**src/hw/afc_pkg.sv**
```systemverilog
// package: constants and carriers for the external fifo controller
//
// Behaviour
// - controller keeps push, pop high during replay
// - replay block at most 8192, no rewrap
// - cascade chain wired as a ring
// - exactly one cascaded device has lead low
// - composite flags by OR of flags; flags_sync takes the one device's flags with no OR
// - width expansion: standalone, composite flags
package afc_pkg;
   localparam int DEPTH = 8192;
   localparam int WIDTH = 9;
   localparam int HALF = 4096;
   // strobe timings in ns, rounded up to whole cycles
   localparam int CLK_NS = 8;
   localparam int STROBE_NS = 50;
   localparam int RECOV_NS = 15;
   localparam int CLEAR_NS = 100;
   localparam int STROBE_CYC = (STROBE_NS + CLK_NS - 1) / CLK_NS;
   localparam int RECOV_CYC = (RECOV_NS + CLK_NS - 1) / CLK_NS;
   localparam int CLEAR_CYC = (CLEAR_NS + CLK_NS - 1) / CLK_NS;
   localparam logic [1:0] MODE_ALONE = 2'h0;
   localparam logic [1:0] MODE_LEAD = 2'h1;
   localparam logic [1:0] MODE_FOLLOW = 2'h2;

   typedef enum logic [2:0] {
      OP_NONE,
      OP_PUSH,
      OP_POP,
      OP_REPLAY,
      OP_CLEAR
   } afc_op_t;

   typedef struct packed {
      logic empty_flag_n;
      logic full_flag_n;
      logic half_full_flag_n;
   } afc_flags_t;
endpackage

```
**src/hw/afc_ctrl.sv**
```systemverilog
// external controller driving one fifo through its strobe pins
`timescale 1ns/10ps
`default_nettype none
module afc_ctrl #(
   parameter int STROBE_CYC = afc_pkg::STROBE_CYC,
   parameter int RECOV_CYC = afc_pkg::RECOV_CYC,
   parameter int CLEAR_CYC = afc_pkg::CLEAR_CYC
) (
   // clock and reset
   input wire logic core_clk,
   input wire logic srst,
   // user orders
   input wire logic cmd_valid,
   input wire afc_pkg::afc_op_t cmd_op,
   input wire logic [afc_pkg::WIDTH-1:0] cmd_wdata,
   input wire logic [1:0] cmd_mode,
   output logic cmd_ready,
   output logic rsp_valid,
   output logic [afc_pkg::WIDTH-1:0] rsp_rdata,
   output logic rsp_refused,
   output afc_pkg::afc_flags_t flags_sync,
   // fifo pins
   output logic push_n,
   output logic pop_n,
   output logic clear_n,
   output logic chain_in_n,
   output logic lead_select_or_replay_n,
   output logic [afc_pkg::WIDTH-1:0] write_data_in,
   input wire logic [afc_pkg::WIDTH-1:0] read_data_out,
   input wire logic empty_flag_n,
   input wire logic full_flag_n,
   input wire logic chain_out_or_half_full_n
);
   typedef enum logic [1:0] {ST_IDLE, ST_ACTIVE, ST_RECOV} afc_state_t;
   afc_state_t state_r;
   afc_pkg::afc_op_t op_r;
   logic [7:0] cnt_r;
   logic [1:0] mode_r;
   afc_pkg::afc_flags_t meta_r;
   logic [afc_pkg::WIDTH-1:0] dmeta_r;
   logic [afc_pkg::WIDTH-1:0] dsync_r;
   logic cmd_take;
   logic push_go;
   logic [13:0] wr_cnt_r;
   logic block_long;

   assign cmd_take = cmd_valid && cmd_ready;
   assign push_go = cmd_take && cmd_op == afc_pkg::OP_PUSH && flags_sync.full_flag_n;

   // writes since clear; saturates so a long run cannot wrap back to legal
   always_ff @(posedge core_clk) begin
      if (srst || (cmd_take && cmd_op == afc_pkg::OP_CLEAR)) begin
         wr_cnt_r <= 14'h0000;
      end else if (push_go && wr_cnt_r <= 14'(afc_pkg::DEPTH)) begin
         wr_cnt_r <= wr_cnt_r + 14'h0001;
      end
   end

   // a replayed block longer than the array has lost its oldest words
   assign block_long = int'(wr_cnt_r) > afc_pkg::DEPTH;

   // pins pass two flops; flag meanings depend on mode
   always_ff @(posedge core_clk) begin
      meta_r <= '{empty_flag_n, full_flag_n, chain_out_or_half_full_n};
      dmeta_r <= read_data_out;
      // lone device, so its own flags are the composite flags
      flags_sync <= meta_r;
      dsync_r <= dmeta_r;
   end

   always_ff @(posedge core_clk) begin
      if (srst) begin
         state_r <= ST_IDLE;
         op_r <= afc_pkg::OP_NONE;
         cnt_r <= 8'h00;
         cmd_ready <= 1'b0;
         rsp_valid <= 1'b0;
         rsp_refused <= 1'b0;
         rsp_rdata <= 9'h000;
         push_n <= 1'b1;
         pop_n <= 1'b1;
         clear_n <= 1'b1;
         chain_in_n <= 1'b0;
         lead_select_or_replay_n <= 1'b1;
         write_data_in <= 9'h000;
         mode_r <= afc_pkg::MODE_ALONE;
      end else begin
         rsp_valid <= 1'b0;
         rsp_refused <= 1'b0;
         unique case (state_r)
            ST_IDLE: begin
               cmd_ready <= 1'b1;
               if (cmd_take) begin
                  cmd_ready <= 1'b0;
                  op_r <= cmd_op;
                  cnt_r <= 8'h00;
                  state_r <= ST_ACTIVE;
                  unique case (cmd_op)
                     afc_pkg::OP_PUSH: begin
                        // refuse on full so no write is lost silently
                        if (!flags_sync.full_flag_n) begin
                           rsp_valid <= 1'b1;
                           rsp_refused <= 1'b1;
                           state_r <= ST_IDLE;
                        end else begin
                           write_data_in <= cmd_wdata;
                           push_n <= 1'b0;
                        end
                     end
                     afc_pkg::OP_POP: begin
                        if (!flags_sync.empty_flag_n) begin
                           rsp_valid <= 1'b1;
                           rsp_refused <= 1'b1;
                           state_r <= ST_IDLE;
                        end else begin
                           pop_n <= 1'b0;
                        end
                     end
                     afc_pkg::OP_REPLAY: begin
                        // replay pin is lead select when cascaded
                        if (mode_r != afc_pkg::MODE_ALONE || block_long) begin
                           rsp_valid <= 1'b1;
                           rsp_refused <= 1'b1;
                           state_r <= ST_IDLE;
                        end else begin
                           // strobes already high in idle
                           lead_select_or_replay_n <= 1'b0;
                        end
                     end
                     afc_pkg::OP_CLEAR: begin
                        // straps set in the same cycle clear goes low; sampled by device as clear rises
                        mode_r <= cmd_mode;
                        clear_n <= 1'b0;
                        // lone device: strap stands in for the ring's previous output
                        chain_in_n <= (cmd_mode != afc_pkg::MODE_ALONE);
                        lead_select_or_replay_n <=
                           (cmd_mode != afc_pkg::MODE_LEAD);
                     end
                     default: begin
                        rsp_valid <= 1'b1;
                        state_r <= ST_IDLE;
                     end
                  endcase
               end
            end
            ST_ACTIVE: begin
               cnt_r <= cnt_r + 8'h01;
               if (op_r == afc_pkg::OP_CLEAR ? (int'(cnt_r) >= CLEAR_CYC - 1)
                                             : (int'(cnt_r) >= STROBE_CYC - 1)) begin
                  cnt_r <= 8'h00;
                  state_r <= ST_RECOV;
                  push_n <= 1'b1;
                  pop_n <= 1'b1;
                  clear_n <= 1'b1;
                  if (op_r == afc_pkg::OP_REPLAY) begin
                     lead_select_or_replay_n <= 1'b1;
                  end
                  // data sampled while pop still low
                  if (op_r == afc_pkg::OP_POP) begin
                     rsp_rdata <= dsync_r;
                  end
               end
            end
            ST_RECOV: begin
               cnt_r <= cnt_r + 8'h01;
               // recovery also lets flags settle through synchroniser
               if (int'(cnt_r) >= RECOV_CYC + 2) begin
                  rsp_valid <= 1'b1;
                  state_r <= ST_IDLE;
                  cmd_ready <= 1'b1;
               end
            end
            default: state_r <= ST_IDLE;
         endcase
      end
   end
endmodule
`default_nettype wire

```
**config.mk**
```make
export PLATFORM = sky130hd
export DESIGN_NAME = afc_ctrl
export DESIGN_NICKNAME = d
export VERILOG_FILES = /design/src/hw/afc_pkg.sv /design/src/hw/afc_ctrl.sv
export SDC_FILE = /design/constraint.sdc
export NUM_CORES = 1
export LEC_CHECK = 0
export BUFFER_PORTS_ARGS = -buffer_cell sky130_fd_sc_hd__buf_2
export CAP_MARGIN = 10
export CORE_MARGIN = 10
export CORE_UTILIZATION = 55
export DETAILED_ROUTE_END_ITERATION = 8
export PLACE_DENSITY = 0.76
export SLEW_MARGIN = 10
export SYNTH_ARGS = -nofsm -noshare
export SYNTH_HDL_FRONTEND = slang
export SYNTH_SLANG_ARGS = --single-unit
```
**constraint.sdc**
```tcl
create_clock -name core_clk -period 2.46 [get_ports core_clk]
set_input_delay 0.123 -clock core_clk [delete_from_list [all_inputs] [get_ports core_clk]]
set_output_delay 0.123 -clock core_clk [all_outputs]
set_load 0.03 [all_outputs]
```
==> summary.md <==
| Metric | Value |
|---|---|
| Outcome | completed |
| Setup TNS Final | 0 ns |
| Drt first pass iters | 4 |
| Critical Path Fanout Max | 10 |
| Max Cap Viol | 0 |
| Clock Path Buffers | 2 |
| Placed insts | 464 |
| Critical Path AT | 2.28 ns |
| Post_cts resized | 0 |
| Clock transition at path regs | 0.09 ns |
| Post-CTS Setup Inserts | 0 |
| Post-synth top flop | dfxtp_1 |
| RSZ-0062 raised after global routing | false |
| Worst-Skew Late Latency | 0.36 ns |
| Yosys warns | 0 |
| Global-route wire length before repair | 12.32 mm |
| Async SR Flop Fraction | 0 |
| Drt initial violations | 132 |
| Crit-path slowest cell | a21oi_2 |
| Crit end category | register |
| CP Cell Sequence | inv_1, ha_1, and3_1, a21oi_2, nor4b_2, xnor2_1, a211oi_1 |
| Most frequent cells in the layout | dfxtp_1, buf_2, nor2_1 |
| Largest net degree at the start of global routing | 29 |
| Via count | 2648 |
| DR WL/cell | 14.41 microns |
| DRC | 0 |
| Global route total overflow | 0 |
| VDD IR max | 0.4869 mV |
| Max Freq | 500.2 MHz |
| Chip Width | 97.22 microns |
| Clk root buf | clkbuf_8 |
| Sequential share of power | 0.527 |
| Site Rows | 28 |
| DP HPWL | 5.048 mm |
| Chip height | 97.22 microns |
| Req. time, crit path | 2.74 ns |
| Worst slew pin tran | 0.6668 ns |
| Slew Viols, Final | 0 |
| Most common cell after layout, fill and taps aside | dfxtp_1 |
| Synthesized area per cell | 9.478 sq um |
| Port bufs | 57 |
| Area growth, synth to finish | 21.56% |
| Post-synth EDFFs | 0 |
| CP delay by family, top | compound AO/OA/AOI/OAI gates |
| Design area | 3986 sq um |
| R2r setup slk | 0.46 ns |
| Post-placement setup slack | 0.4859 ns |
| ANT nets after route | 0 |
| Share of the synthesized area in the top cell type | 0.4823 |
| Buffers and inverters on the worst path | 1 |
| Synth Register Bits | 79 |
| Core area | 5851 sq um |
| CTS tree | done |
| Post-synth top area cell | dfxtp_1 |
| CTS Hold Bufs | 18 |
| Total GRT Usage | 0.1532 |
| Post-route setup slack | 0.4609 ns |
| Initial Util | 0.5605 |
| Post-Synthesis Cell Area | 3279 sq um |
| Final number of hold-violating endpoints | 0 |
| Final period util | 0.8127 |
| # diodes | 0 |
| Vias per cell | 5.317 |
| Type of origin of the critical path | register |
| Synth top area cells | dfxtp_1, mux2i_1, nor2_1, nand2_1, xnor2_1 |
| Sequential area share after synthesis | 0.4823 |
| H-tree levels | 3 |
| Pint | 1.869 mW |
| Vias in the first global route | 2656 |
| Initial antenna violation count | 0 |
| Synthesized Nets | 382 |
| Leak | 1.685 nW |
| Crit path time final | 1.999 ns |
| Worst rel slew slack | 0.5534 |
| NetSw | 638.2 uW |
| Final WL | 7.177 mm |
| Total die area | 9451 sq um |
| Crit path largest cell delay | 0.40 ns |
| Netlist cell types | 54 |
| Sink Count | 79 |
| PwrDens | 629.1 nW/um^2 |
| Nets | 454 |
| Power share of the clock group | 0.403 |
| Area after DPL | 3597 sq um |
| Share of layout cells above drive strength 1 | 0.2222 |
| Combinational share of power | 0.070 |
| WS Path Type | register to register |
| Fin cells | 498 |
| Syn Inst Count | 346 |
| GP Congestion | 0.8218 |
| Num CTS Buffers | 9 |
| Clock skew | 0.01089 ns |
| Setup Viol. Count Final | 0 |
| Worst hold path class | primary input to register |
| IO Pins | 58 |
| Sw Share | 0.2545 |
## cells in the mapped netlist (all sizes together) (3+ instances only)
| library cell | number |
|---|---|
| a21oi | 21 |
| mux2i | 22 |
| nor4 | 6 |
| dfxtp | 79 |
| a211oi | 4 |
| nand3 | 14 |
| nand2b | 3 |
| nand2 | 34 |
| a31oi | 5 |
| nor4b | 5 |
| and3 | 3 |
| and2 | 3 |
| nor2 | 46 |
| nor3b | 4 |
| clkbuf | 9 |
| nand4 | 3 |
| o21ai | 9 |
| o211ai | 4 |
| xnor2 | 12 |
| nor3 | 5 |
| inv | 14 |
| buf | 9 |
| ha | 7 |
## layout make-up
cell class                      count  area [sq um]
Fill cell                         454          1864
Sequential cell                    79          1582
Multi-Input combinational cell    235          1554
Timing Repair Buffer               79         495.5
Clock buffer                        9         123.9
Tap cell                           75         93.84
Clock inverter                      7         85.08
Inverter                           14         52.55
## worst paths after layout
kind                     start                to  depth (start not counted)
hold reg to reg     dmeta_r[3]        dsync_r[3]                          0
hold / removal    cmd_wdata[6]  write_data_in[6]                          3
setup / recovery    state_r[0]          cnt_r[7]                          7
setup reg to reg    state_r[0]          cnt_r[7]                          7
## stage by stage
stage | hold WS (ns) | utilization | total power [mW]
after detailed placement | 0.2266 | 0.6148 | 1.506
final | 0.008515 | 0.6814 | 2.508
after CTS | 0.0009716 | 0.6814 | 2.527
after global routing | 0.02160 | 0.6814 | 2.586
after global placement | 0.2249 | 0.6148 | 1.501
after floorplan | 0.1507 | - | 1.452
## power groups by stage
stage                     Combinational, mW  Clock [mW]  Sequential [mW]
final                                 0.176        1.01             1.32
after global routing                  0.192        1.07             1.33
after CTS                             0.175        1.03             1.32
after detailed placement              0.153           0             1.35
after global placement                0.150           0             1.35
after floorplan                      0.0830           0             1.37
## sequential cells by signal, summed over array words and instances, names as in the netlist, 2 cells and up
register and count:
wr_cnt_r 14, dmeta_r 9, dsync_r 9, rsp_rdata 9, write_data_in 9, cnt_r 8, flags_sync 3, meta_r 3
op_r 3, mode_r 2, state_r 2
## per-layer routing
metal	global-route usage	vias up	routed length [microns]
li1	-	1343	-
met4	0.05928	0	109
met5	0	-	0
met3	0.06188	9	529
met2	0.2454	72	3276
met1	0.1786	1224	3261
## worst register-to-register path, stage by stage, from the launching register on
cell and delay [ns]:
dfxtp_1 0.36, inv_1 0.07, ha_1 0.31, and3_1 0.31
a21oi_2 0.40, nor4b_2 0.12, xnor2_1 0.15, a211oi_1 0.20
## kinds of logic after synthesis
group	Yosys count	synth area share
AO/OA/AOI/OAI	58	0.1229
XOR/XNOR	13	0.03472
adder cells (fa/ha/maj)	7	0.02671
buffers and inverters	32	0.04388
flip-flops	79	0.4823
multiplexers	22	0.06715
AND/OR/NAND/NOR	135	0.2224
Power figures use the tool's default switching activity.
